File: config.mk
export PLATFORM = sky130hd
export DESIGN_NAME = clkreg_bank
export DESIGN_NICKNAME = d
export VERILOG_FILES = /design/src/clkreg_pkg.sv /design/src/clkreg_bank.sv
export VERILOG_INCLUDE_DIRS = /design/src /design/src/src
export SDC_FILE = /design/constraint.sdc
export NUM_CORES = 1
export LEC_CHECK = 0
export BUFFER_PORTS_ARGS = -buffer_cell sky130_fd_sc_hd__buf_2
export CAP_MARGIN = 0
export CORE_MARGIN = 5
export CORE_UTILIZATION = 51
export CTS_BUF_LIST = sky130_fd_sc_hd__clkbuf_16
export CTS_CLUSTER_DIAMETER = 100
export DETAILED_ROUTE_END_ITERATION = 16
export MAX_ROUTING_LAYER = met4
export PLACE_DENSITY = 0.83
export SLEW_MARGIN = 15
export SYNTH_ARGS = -nofsm -noshare
export SYNTH_HDL_FRONTEND = slang
export SYNTH_SLANG_ARGS = --single-unit
File: constraint.sdc
create_clock -name mclk -period 1.8 [get_ports mclk]
set_input_delay 0.09 -clock mclk [delete_from_list [all_inputs] [get_ports mclk]]
set_output_delay 0.09 -clock mclk [all_outputs]
set_load 0.01 [all_outputs]
File: src/clkreg_params.svh
`ifndef CLKREG_PARAMS_SVH
`define CLKREG_PARAMS_SVH

// ----------------------------------------
// Register offsets
// ----------------------------------------
`define CLKREG_OFS_HD_MAIN      8'h2e
`define CLKREG_OFS_HD_PUMP      8'h2f
`define CLKREG_OFS_HD_OSC       8'h30
`define CLKREG_OFS_HD1001_MAIN  8'h31
`define CLKREG_OFS_HD1001_PUMP  8'h32
`define CLKREG_OFS_HD1001_OSC   8'h33
`define CLKREG_OFS_AUD_MAIN     8'h34
`define CLKREG_OFS_AUD_PUMP     8'h35

// ----------------------------------------
// Field positions
// ----------------------------------------
`define CLKREG_BIT_HALVE        4
`define CLKREG_BIT_OFF          3
`define CLKREG_BIT_FREQ         1
`define CLKREG_BIT_SRC          0

// ----------------------------------------
// Reset values and writable masks
// ----------------------------------------
`define CLKREG_RST_HD_MAIN      8'h00
`define CLKREG_RST_HD_PUMP      8'h02
`define CLKREG_RST_HD_OSC       8'h0c
`define CLKREG_RST_HD1001_MAIN  8'h00
`define CLKREG_RST_HD1001_PUMP  8'h03
`define CLKREG_RST_HD1001_OSC   8'h05
`define CLKREG_RST_AUD_MAIN     8'h20
`define CLKREG_RST_AUD_PUMP     8'h08
`define CLKREG_MSK_LOOP_MAIN    8'h18
`define CLKREG_MSK_PUMP         8'h0f
`define CLKREG_MSK_FULL         8'hff
`define CLKREG_MSK_AUD_MAIN     8'hfb

`endif

File: src/clkreg_pkg.sv
package clkreg_pkg;
  typedef logic [7:0] clkreg_byte_t;
  typedef logic [7:0] clkreg_addr_t;
endpackage
File: src/clkreg_bank.sv
`timescale 1ns/1ps
`default_nettype none
`include "clkreg_params.svh"

// Contract
// - HD and HD/1.001 halve bits: clear passes, set halves; default clear.
// - HD loop off bit clear follows crosspoint setting; set forces off.
// - HD/1.001 main bit 3 same: clear follows crosspoint, set forces off.
// - Audio output divided by two to power of bits 7:4; default 0010.
// - Audio bit 1 selects 100 MHz when clear, 125 MHz when set.
// - Audio bit 0 selects internal 27 MHz reference or external clock.
// - Pump current fields bits 3:0, defaults 0010, 0011, 1000.
// - Oscillator range full bytes, defaults 0x0c and 0x05.
module clkreg_bank (
  // Clock and reset
  input  wire logic                  mclk,
  input  wire logic                  reset,
  // Register port from serial management logic
  input  wire logic                  reg_wr,
  input  wire logic                  reg_rd,
  input  wire clkreg_pkg::clkreg_addr_t reg_addr,
  input  wire clkreg_pkg::clkreg_byte_t reg_wdata,
  output logic                       reg_hit,
  output clkreg_pkg::clkreg_byte_t   reg_rdata,
  // Crosspoint requests for the video loops
  input  wire logic                  hd_xpt_run,
  input  wire logic                  hd1001_xpt_run,
  // Loop controls
  output logic                       hd_loop_halve,
  output logic                       hd_loop_run,
  output logic [3:0]                 hd_loop_pump_current,
  output clkreg_pkg::clkreg_byte_t   hd_loop_osc_range,
  output logic                       hd1001_loop_halve,
  output logic                       hd1001_loop_run,
  output logic [3:0]                 hd1001_loop_pump_current,
  output clkreg_pkg::clkreg_byte_t   hd1001_loop_osc_range,
  output logic [3:0]                 audio_loop_pow2_divider,
  output logic                       audio_loop_run,
  output logic                       audio_ref_freq_select,
  output logic                       audio_ref_source_select,
  output logic [3:0]                 audio_loop_pump_current
);

  // ----------------------------------------
  // Register storage
  // ----------------------------------------
  localparam int NREG = 8;

  // Tables are constants so the async reset loads no logic
  localparam clkreg_pkg::clkreg_addr_t REG_OFS [NREG] = '{
    `CLKREG_OFS_HD_MAIN,
    `CLKREG_OFS_HD_PUMP,
    `CLKREG_OFS_HD_OSC,
    `CLKREG_OFS_HD1001_MAIN,
    `CLKREG_OFS_HD1001_PUMP,
    `CLKREG_OFS_HD1001_OSC,
    `CLKREG_OFS_AUD_MAIN,
    `CLKREG_OFS_AUD_PUMP
  };

  localparam clkreg_pkg::clkreg_byte_t REG_RST [NREG] = '{
    `CLKREG_RST_HD_MAIN,
    `CLKREG_RST_HD_PUMP,
    `CLKREG_RST_HD_OSC,
    `CLKREG_RST_HD1001_MAIN,
    `CLKREG_RST_HD1001_PUMP,
    `CLKREG_RST_HD1001_OSC,
    `CLKREG_RST_AUD_MAIN,
    `CLKREG_RST_AUD_PUMP
  };

  // Masks keep reserved bits at zero
  localparam clkreg_pkg::clkreg_byte_t REG_MSK [NREG] = '{
    `CLKREG_MSK_LOOP_MAIN,
    `CLKREG_MSK_PUMP,
    `CLKREG_MSK_FULL,
    `CLKREG_MSK_LOOP_MAIN,
    `CLKREG_MSK_PUMP,
    `CLKREG_MSK_FULL,
    `CLKREG_MSK_AUD_MAIN,
    `CLKREG_MSK_PUMP
  };

  clkreg_pkg::clkreg_byte_t regs_ff   [NREG];
  clkreg_pkg::clkreg_byte_t nxt_regs  [NREG];
  logic [NREG-1:0]          sel;
  logic [NREG-1:0]          wr_en;
  clkreg_pkg::clkreg_byte_t rd_mux;
  clkreg_pkg::clkreg_byte_t nxt_rdata;

  // Named views of the stored bytes
  clkreg_pkg::clkreg_byte_t hd_main;
  clkreg_pkg::clkreg_byte_t hd_pump;
  clkreg_pkg::clkreg_byte_t hd_osc;
  clkreg_pkg::clkreg_byte_t hd1001_main;
  clkreg_pkg::clkreg_byte_t hd1001_pump;
  clkreg_pkg::clkreg_byte_t hd1001_osc;
  clkreg_pkg::clkreg_byte_t aud_main;
  clkreg_pkg::clkreg_byte_t aud_pump;

  // Field slices
  logic                     hd_halve_bit;
  logic                     hd_off_bit;
  logic [3:0]               hd_pump_field;

  logic                     hd1001_halve_bit;
  logic                     hd1001_off_bit;
  logic [3:0]               hd1001_pump_field;

  logic [3:0]               aud_pow2_field;
  logic                     aud_off_bit;
  logic                     aud_freq_bit;
  logic                     aud_src_bit;
  logic [3:0]               aud_pump_field;

  // ----------------------------------------
  // Per-register decode and write
  // ----------------------------------------
  genvar gi;
  generate
    for (gi = 0; gi < NREG; gi++) begin : g_reg
      // One comparator per register
      assign sel[gi]      = (reg_addr == REG_OFS[gi]);
      assign wr_en[gi]    = reg_wr & sel[gi];
      // Write data masked before storage, reserved bits stay zero
      assign nxt_regs[gi] = wr_en[gi] ? (reg_wdata & REG_MSK[gi])
                                      : regs_ff[gi];
      always_ff @(posedge mclk or posedge reset) begin
        if (reset) begin
          regs_ff[gi] <= REG_RST[gi];
        end else begin
          regs_ff[gi] <= nxt_regs[gi];
        end
      end
    end
  endgenerate

  // ----------------------------------------
  // Read path
  // ----------------------------------------
  // Offsets are distinct, so the priority order never matters
  assign rd_mux = sel[0] ? regs_ff[0] :
                  sel[1] ? regs_ff[1] :
                  sel[2] ? regs_ff[2] :
                  sel[3] ? regs_ff[3] :
                  sel[4] ? regs_ff[4] :
                  sel[5] ? regs_ff[5] :
                  sel[6] ? regs_ff[6] :
                  sel[7] ? regs_ff[7] :
                  8'h00;

  // Data held between reads; read beside a write returns old byte
  assign nxt_rdata = reg_rd ? rd_mux : reg_rdata;
  // Hit flag is combinational so the serial side can answer at once
  assign reg_hit   = |sel;

  always_ff @(posedge mclk or posedge reset) begin
    if (reset) begin
      reg_rdata <= 8'h00;
    end else begin
      reg_rdata <= nxt_rdata;
    end
  end

  // ----------------------------------------
  // Register views and field slices
  // ----------------------------------------
  assign hd_main     = regs_ff[0];
  assign hd_pump     = regs_ff[1];
  assign hd_osc      = regs_ff[2];

  assign hd1001_main = regs_ff[3];
  assign hd1001_pump = regs_ff[4];
  assign hd1001_osc  = regs_ff[5];

  assign aud_main    = regs_ff[6];
  assign aud_pump    = regs_ff[7];

  assign hd_halve_bit      = hd_main[`CLKREG_BIT_HALVE];
  assign hd_off_bit        = hd_main[`CLKREG_BIT_OFF];
  assign hd_pump_field     = hd_pump[3:0];

  assign hd1001_halve_bit  = hd1001_main[`CLKREG_BIT_HALVE];
  assign hd1001_off_bit    = hd1001_main[`CLKREG_BIT_OFF];
  assign hd1001_pump_field = hd1001_pump[3:0];

  assign aud_pow2_field    = aud_main[7:4];
  assign aud_off_bit       = aud_main[`CLKREG_BIT_OFF];
  assign aud_freq_bit      = aud_main[`CLKREG_BIT_FREQ];
  assign aud_src_bit       = aud_main[`CLKREG_BIT_SRC];
  assign aud_pump_field    = aud_pump[3:0];

  // ----------------------------------------
  // HD loop controls
  // ----------------------------------------
  assign hd_loop_halve = hd_halve_bit;
  // Off bit overrides crosspoint, never forces on
  assign hd_loop_run = hd_xpt_run & ~hd_off_bit;
  // Pump and range bytes go to the analog side untouched
  assign hd_loop_pump_current = hd_pump_field;
  assign hd_loop_osc_range = hd_osc;

  // ----------------------------------------
  // HD/1.001 loop controls
  // ----------------------------------------
  assign hd1001_loop_halve = hd1001_halve_bit;
  // Same off override as the HD loop, from the same bit 3 position
  assign hd1001_loop_run = hd1001_xpt_run & ~hd1001_off_bit;
  assign hd1001_loop_pump_current = hd1001_pump_field;
  assign hd1001_loop_osc_range = hd1001_osc;

  // ----------------------------------------
  // Audio loop controls
  // ----------------------------------------
  // Divider exponent passed on raw, the loop does the shifting
  assign audio_loop_pow2_divider = aud_pow2_field;
  assign audio_loop_run = ~aud_off_bit;
  assign audio_ref_freq_select = aud_freq_bit;
  assign audio_ref_source_select = aud_src_bit;
  assign audio_loop_pump_current = aud_pump_field;

endmodule
`default_nettype wire

Word-level counts from Yosys, hierarchy flattened
Cells that the tools add are included.
{"block": "totals", "rom_bits": 0, "ramBits": 0, "latch_bits": 0, "memories": 0, "inputBits": 22, "reg_bits": 47, "out_inout_bits": 48, "word_cells": 39}
{"block": "op_classes", "addsub": 0, "n_lt_le_gt_ge": 0, "multipliers": 0, "n_shift": 0, "n_bitwise": 13, "eq_ne": 8, "n_div": 0, "mux": 8, "reduce_logical": 1}
{"cell": "$eq 8x6->1 const B", "count": 8}
{"cell": "$mux 8", "count": 7}
{"cell": "$and 1x1->1", "count": 10}
{"cell": "$reduce_or 8->1", "count": 1}
{"cell": "$mux 4", "count": 1}
{"cell": "$not 1->1", "count": 3}

Longest topological paths before layout
Gate-level depths: netlist (run 1).
{"block": "logic_depth", "depth_word": 9, "depth_mapped": 6, "depth_no_buf": 4}

Least setup slack after synthesis (run 1)
Ideal clock, no wire load.
{"block": "synth_path", "path_kind": "input port to flip-flop", "startpoint": "input port reg_addr[7]", "endpoint": "register regs_ff (netlist bit hd1001_loop_osc_range[1])", "t_required_ns": 1.675, "setup_time_ns": 0.125, "t_arrival_ns": 1.274, "path_slack_ns": 0.401, "stages": 5, "cell_sequence": "nor3b_4 -> and4_1 -> and3_1 -> buf_4 -> mux2_2"}
{"block": "synth_between", "elab_chain_cells": 2}
{"item": "from (decl)", "line_no": "clkreg_bank.sv:21", "rtl": "input wire clkreg_pkg::clkreg_addr_t reg_addr,"}
{"item": "$eq 8x6->1", "line_no": "clkreg_bank.sv:123", "rtl": "assign sel[gi] = (reg_addr == REG_OFS[gi]);"}
{"item": "$and 1x1->1", "line_no": "clkreg_bank.sv:124", "rtl": "assign wr_en[gi] = reg_wr & sel[gi];"}
{"item": "to (signal, indexed assignment)", "line_no": "clkreg_bank.sv:130", "rtl": "regs_ff[gi] <= REG_RST[gi];"}
{"item": "to (signal, indexed assignment)", "line_no": "clkreg_bank.sv:132", "rtl": "regs_ff[gi] <= nxt_regs[gi];"}
{"item": "to (decl)", "line_no": "clkreg_bank.sv:84", "rtl": "clkreg_pkg::clkreg_byte_t regs_ff [NREG];"}
Every way passes these cells.
A chain may end at the register's enable or synchronous reset.

Final worst setup path (run 1)
{"block": "layout_path", "startpoint": "input port reg_addr[7]", "endpoint": "register regs_ff (netlist bit hd1001_loop_osc_range[5])"}
Same word-level chain as after synthesis.

==> results by group, run 1 <==
Floorplan
  – Rows: 24
  – Core area: ~4400 um2
  – Die Height: 77.4 um
  – Num ports: 70
  – Initial Util: between 50% and 60%
  – Die area: 5990 um2
  – Horiz. Die Dim: 77.4 um

Yosys
  – Share of async-settable or async-resettable flops after synthesis: 100%
  – Synthesized flop and latch total: 47
  – Ys Warns: 0
  – Syn nets: 207
  – Sequential-to-total area share from yosys stat: 51.3%
  – Synthesized area per cell: between 10 and 15 um2
  – Post-synth top flop: dfrtp_1
  – EDFF count, synth: 0
  – Yosys cell types: 40
  – Synth Instances: around 190
  – Synthesized area: between 2000 and 2500 um2

Finish
  – Antenna diode count: 0
  – Syn-to-layout area delta: 24.7%
  – Commonest non-fill, non-tap cell in the layout: buf_2
  – Layout cell share with drive strength beyond 1: 55.3%
  – Most frequent cells in the layout: 69 x buf_2, 45 x mux2_2, 38 x dfrtp_1
  – Nets: 283

Min path
  – Hold path cells: 2
  – Hold Crit Class: primary input to flip-flop

Setup path
  – Endpoint class of the critical path: flip-flop
  – Max FO, Critical Path: 8
  – Slowest CP cell: and3_1
  – R2R depth: 4
  – CP required: 1.97 ns
  – Critical setup path kind: primary input to flip-flop
  – Crit-path max cell delay: 0.41 ns
  – Setup crit start kind: primary input
  – WP data arrival: 1.64 ns
  – CP Cell Sequence: buf_2 -> nor3b_4 -> and4_1 -> and3_1 -> mux2_2

Power and ir drop
  – Max rail drop VDD: about 0.00048 V
  – Leakage: 1.51 nW
  – Power after layout: 2.29 mW
  – Pwr dens: roughly 800 nW/um2

Global routing
  – Met3 usage: ~5.2%
  – Largest net degree at the start of global routing: 48
  – GRT met2 Usage: 32.0%
  – GRT busiest layer: met2
  – Gr ovfl total: 0
  – Vias in the first global route: 1874
  – GR Util met1: 27.9%
  – First-pass GRT wire length: between 9000 and 10000 um
  – Initial antenna violation count: 0
  – Overall routing resource usage: 20.9%

Job
  – Max Cap Viol: 0

Detailed routing
  – WL/cell: 18.4 um
  – Number of vias per cell: between 5 and 6
  – Via count: 1791
  – Drt initial violations: 142
  – # DRC: 0
  – Pre-Repair DR Iteration Count: 4
  – Final Routed Wirelength: 5780 um
  – Final ANT Viol Nets: 0

Timing
  – Worst slew margin: around three fifths
  – Period utilization: 81.7%
  – Fmax: 680 MHz
  – Worst Tran Pin Value: 0.586 ns
  – Final worst path period need: between 1 and 1.5 ns
  – Number of setup violations in the final report: 0
  – Setup TNS Final: 0 ns
  – Slew Limit Fails: 0
  – Setup Skew: between 0.005 and 0.006 ns
  – RSZ-0062 raised after global routing: no
  – Final hold vios: 0

Placed design
  – RD Place Congestion: about 0.96
  – IO Port Bufs: 69
  – HPWL after DPL: 4280 um

Clocking
  – CTS tree: built
  – CTS resizes: 0
  – Clock Tree Buf Depth: 2
  – H-tree Lvls: 2
  – Clock sinks: 47
  – Worst-skew pair later-pin latency: 0.28 ns
  – Clock root buffer: clkbuf_16
  – CTS Buf Count: 5
  – Clock slew at reported path FFs: 0.06 ns

Outcome
  – Outcome: complete, no violations
-- final timing paths --
check                                      endpoint  slack (ns)           start
hold reg to reg                        reg_rdata[5]        0.49    reg_rdata[5]
setup / recovery           hd1001_loop_osc_range[5]        0.33     reg_addr[7]
max in group asynchronous                hd_main[4]        0.90           reset
setup reg to reg                       reg_rdata[2]        0.39  hd1001_pump[2]
hold / removal             hd1001_loop_osc_range[6]        0.06    reg_wdata[6]
min in group asynchronous      hd_loop_osc_range[7]        0.50           reset
-- registers in the layout, indices dropped and copies added (netlist names) --
signal,flops
hd1001_loop_osc_range,8
hd_loop_osc_range,8
reg_rdata,8
aud_main,7
aud_pump,4
hd1001_pump,4
hd_pump,4
hd1001_main,2
hd_main,2
-- what timing repair did --
item / in CTS / in global routing
endpoints found under the hold margin: 38 / 0
hold buffers: 1 / 0
buffers inserted: 0 / 0
-- final cells by class --
cell class                      instances  area (um2)
Clock buffer                            5         125
Clock inverter                          3        16.3
Fill cell                             358        1500
Inverter                                4        15.0
Multi-Input combinational cell        123        1050
Sequential cell                        47        1190
Tap cell                               52        65.1
Timing Repair Buffer                   80         430
-- cells in the mapped netlist, drive strengths merged, types with 4 or more instances --
master | n | area (um2)
mux2i | 5 | 50.1
nor2 | 7 | 26.3
inv | 4 | 15.0
nand2 | 11 | 48.8
mux2 | 45 | 507
buf | 7 | 50.0
dfstp | 9 | 236
a22oi | 5 | 37.5
clkbuf | 4 | 15.0
nor2b | 5 | 31.3
dfrtp | 38 | 951
a21oi | 4 | 20.0
-- report_power, final --
group	internal (mW)	leakage [nW]	switching, mW
combinational	0.120	0.820	0.150
clock	0.506	0.0710	0.372
sequential	1.11	0.615	0.0342
total	1.74	1.51	0.556
-- routing by layer --
layer	wire length, um	part of all wire, %
met5	0	0
met3	346	6.0
met2	2750	47
met4	70	1.2
met1	2620	45
-- worst max-delay path: cells and delay by family --
family | cells | cell delay (ns)
muxes | 1 | 0.39
and+or+nand+nor | 3 | 1.05
buffers and inverters | 1 | 0.11
-- logic make-up (layout without fill, tap and decap cells) --
logic type	count (synthesis)	count (layout)	share of synthesized area (%)
muxes	50	50	24.1
AOI/OAI and AO/OA	27	27	8.65
and+or+nand+nor	46	46	12.5
buffers and inverters	15	92	3.46
DFF	47	47	51.3
-- metrics by stage --
step / cells / utilization [%] / setup slack [ns] / hold WS, ns / area, um2
floorplan: 185 / - / 0.401 / 0.240 / 2310
global placement: 305 / 62.4 / 0.0940 / 0.263 / 2740
detailed placement: 305 / 62.4 / 0.0405 / 0.275 / 2740
CTS: 314 / 65.8 / 0.312 / 0.0583 / 2890
global route: 314 / 65.8 / 0.222 / 0.0616 / 2890
finish: 314 / 65.8 / 0.329 / 0.0589 / 2890
No activity file was read; power rests on OpenSTA's default activity.
==> run 2, diff against run 1 <==
- ABC_AREA: unset -> 1
- CORE_UTILIZATION: 51 -> 46
- PLACE_DENSITY: 0.83 -> 0.8
- clock period: 1.8 -> 1.3 ns (I/O delays scaled with it)
==> run 2 against run 1 <==
Clock power grew 63%. Synthesized cell count grew 53%. Register-to-register slack lost 0.10 ns. Cell area grew 0.61%. Final cell count grew 37%. Critical path depth grew 5. Non-clock buffer count is the same. Area after synthesis shrank 1.6%. Sequential cell count is the same. Critical endpoint is now reg_hit.
==> results by group, run 2 <==
Outcome
  – Outcome: complete, no violations

Finish
  – Filler cells: 450 (+26%)
  – Fin area: 2900 um2 (+0.61%)
  – Layout cell share with drive strength beyond 1: 30.9% (-24 points)
  – Nets: 383 (+35%)
  – Sequential cell area: 1190 um2 (unchanged)
  – Commonest non-fill, non-tap cell in the layout: nand2_1
  – Antenna diode count: 0 (unchanged)
  – Multi-input gate area: 915 um2 (-13%)
  – Most frequent cells in the layout: 98 x nand2_1, 69 x buf_2, 38 x dfrtp_1
  – Syn-to-layout area delta: 27.5%

Setup path
  – Worst r2r dst: reg_rdata[3]
  – Endpoint class of the critical path: output port
  – CP Cell Sequence: buf_2 -> inv_1 -> nand2_2 -> nor2_4 -> buf_12 -> nand2_1 -> inv_1 -> nor2_1 -> nand4_1 -> buf_2
  – CP required: 1.24 ns (-0.73 ns)
  – Reg2reg start: aud_main[3]
  – WP data arrival: 1.08 ns (-0.56 ns)
  – Worst R2R Setup Slack: 0.29 ns (-0.10 ns)
  – WP buf/inv: 5 (+4)
  – Setup crit start kind: primary input
  – Critical setup path kind: primary input to output port
  – Cell family contributing the most delay on the critical path: buffers and inverters
  – R2R depth: 6 (+2)
  – Slowest CP cell: nor2_4
  – Max FO, Critical Path: 9 (+1)
  – Crit-path max cell delay: 0.19 ns (-0.22 ns)

Floorplan
  – Num ports: 70 (unchanged)
  – Die area: 6460 um2 (+7.9%)
  – Initial Util: 47.9% (-4.9 points)
  – Horiz. Die Dim: 80.4 um (+3.9%)
  – Rows: 25 (+4.2%)
  – Die Height: 80.4 um (+3.9%)
  – Core area: 4750 um2 (+8.4%)

Yosys
  – Post-synth top flop: dfrtp_1
  – Sequential-to-total area share from yosys stat: 52.1% (+0.82 points)
  – Commonest cells in the netlist: 98 x nand2_1, 38 x dfrtp_1, 36 x o21ai_0, 29 x inv_1, 20 x nor2_1
  – Syn nets: 305 (+47%)
  – Synthesized area: 2280 um2 (-1.6%)
  – Area share of the largest cell type after synthesis: 41.7% (+0.65 points)
  – Synth area leaders: dfrtp_1 42%, nand2_1 16%, dfstp_2 10%
  – Ys Warns: 0 (unchanged)
  – Synth Instances: 283 (+53%)
  – Synthesized flop and latch total: 47 (unchanged)
  – Share of async-settable or async-resettable flops after synthesis: 100% (unchanged)
  – Yosys cell types: 20 (-50%)
  – Count leader, synth: nand2_1
  – EDFF count, synth: 0 (unchanged)
  – Synthesized area per cell: 8.05 um2 (-36%)
  – Synth area leader: dfrtp_1

Detailed routing
  – # DRC: 0 (unchanged)
  – WL/cell: 14.0 um (-24%)
  – Number of vias per cell: 4.99 (-12%)
  – Pre-Repair DR Iteration Count: 4 (unchanged)
  – Final Routed Wirelength: 6010 um (+3.9%)
  – Final ANT Viol Nets: 0 (unchanged)
  – Drt initial violations: 170 (+20%)
  – Via count: 2142 (+20%)

Timing
  – Hold_ws: 0.0557 ns (-0.00319 ns)
  – Worst Tran Pin Value: 0.408 ns (-0.178 ns)
  – Worst slew margin: 72.7% (+12 points)
  – Slew Limit Fails: 0 (unchanged)
  – Final hold vios: 0 (unchanged)
  – RSZ-0062 raised after global routing: no
  – Fmax: 876 MHz
  – Period utilization: 87.8%
  – Final worst path period need: 1.14 ns
  – Number of setup violations in the final report: 0 (unchanged)
  – Setup Skew: 0.00399 ns (-0.00168 ns)

Global routing
  – First-pass GRT wire length: 10000 um (+3.5%)
  – GR Util met1: 26.0% (-1.9 points)
  – Overall routing resource usage: 20.9% (about the same)
  – GRT busiest layer: met2
  – Gr ovfl total: 0 (unchanged)
  – GRT met2 Usage: 34.5% (+2.5 points)
  – Initial antenna violation count: 0 (unchanged)
  – Vias in the first global route: 2039 (+8.8%)
  – Met3 usage: 4.15% (-1.1 points)
  – Largest net degree at the start of global routing: 26 (-46%)

Clocking
  – Clock sinks: 47 (unchanged)
  – CTS Buf Count: 5 (unchanged)
  – Clock slew at reported path FFs: 0.06 ns (about the same)
  – H-tree Lvls: 2 (unchanged)
  – Clock root buffer: clkbuf_16
  – Worst-skew pair later-pin latency: 0.29 ns (about the same)
  – CTS tree: built
  – Post-CTS Setup Bufs: 0 (unchanged)
  – Clock Tree Buf Depth: 2 (unchanged)

Min path
  – Hold Crit Class: primary input to flip-flop
  – Hold path cells: 3 (+1)
  – Min-delay src: reg_wdata[5]
  – Min-Delay Endpoint: hd_loop_osc_range[5]

Placed design
  – Cell Area, Placed: 2730 um2 (-0.14%)
  – HPWL after DPL: 4520 um (+5.6%)
  – RD Place Congestion: 0.844 (-12%)
  – IO Port Bufs: 69 (unchanged)

Power and ir drop
  – Max rail drop VDD: 0.000702 V (+47%)
  – Leakage: 1.63 nW (+8.3%)
  – Pwr dens: 1140 nW/um2 (+44%)
  – Power after layout: 3.32 mW (+45%)

Job
  – Max Cap Viol: 0 (unchanged)
-- run 2: changes by cell type after synthesis, moves of 4 or more --
cell	before	now
a22oi_1	5	0
clkbuf_1	4	0
inv_1	4	29
mux2_2	45	0
mux2i_1	5	0
nand2_1	10	98
nand2_2	0	4
nand3_1	3	17
nor2_1	7	20
nor2b_1	5	0
o21ai_0	2	36
o21ai_2	0	8
-- run 2: area by class of cell --
type	count	share of cell area, %
Tap cell	67	2.89
Timing Repair Buffer	80	15.3
Sequential cell	47	40.9
Inverter	30	3.88
Clock inverter	3	1.29
Multi-Input combinational cell	197	31.5
Clock buffer	5	4.31
-- run 2: how the worst max path moves through the flow --
stage                      from        endpoint  cells past startpoint
global placement    reg_addr[6]  hd1001_pump[3]                     10
CTS                 reg_addr[6]         reg_hit                     10
global route        reg_addr[6]         reg_hit                     10
floorplan                 reset     aud_main[0]                      1
detailed placement  reg_addr[6]  hd1001_pump[1]                      9
finish              reg_addr[6]         reg_hit                     10
-- run 2: metrics by stage --
stage               setup TNS [ns]  util (%)  instances  setup WS, ns
floorplan                        0         -        283         0.134
global placement                 0      57.4        420       0.00353
detailed placement         -0.0805      57.4        420       -0.0268
CTS                              0      61.1        429         0.165
global route                     0      61.1        429        0.0680
finish                           0      61.1        429         0.158
-- run 2: what timing repair did --
item / CTS / global route
hold endpoints to repair: 38 / 0
gates resized for setup: 0 / 0
hold buffers: 1 / 0
-- run 2: per-layer routing --
layer	share of wire, %	vias up
met2	50	59
li1	-	1061
met1	44	1014
met3	5.0	8
met4	1.2	0
met5	0	-
-- run 2: worst min-delay path: stages --
cell and delay (ns):
buf_2 0.09, inv_1 0.08, o21ai_2 0.06
-- run 2: cell families (layout without fill, tap and decap cells) --
logic type / count (synthesis) / count (layout) / share of synthesized area [%]
compound gates: 50 / 50 / 12.4
buf+inv: 39 / 118 / 7.74
flops: 47 / 47 / 52.1
simple gates: 147 / 147 / 27.7
-- run 2: report_power, final --
part	switching (mW)	leakage [nW]	internal [mW]	total [mW]
Sequential	0.0530	0.618	1.53	1.59
Combinational	0.194	0.928	0.118	0.312
Clock	0.532	0.0864	0.894	1.43
Total	0.778	1.63	2.55	3.32
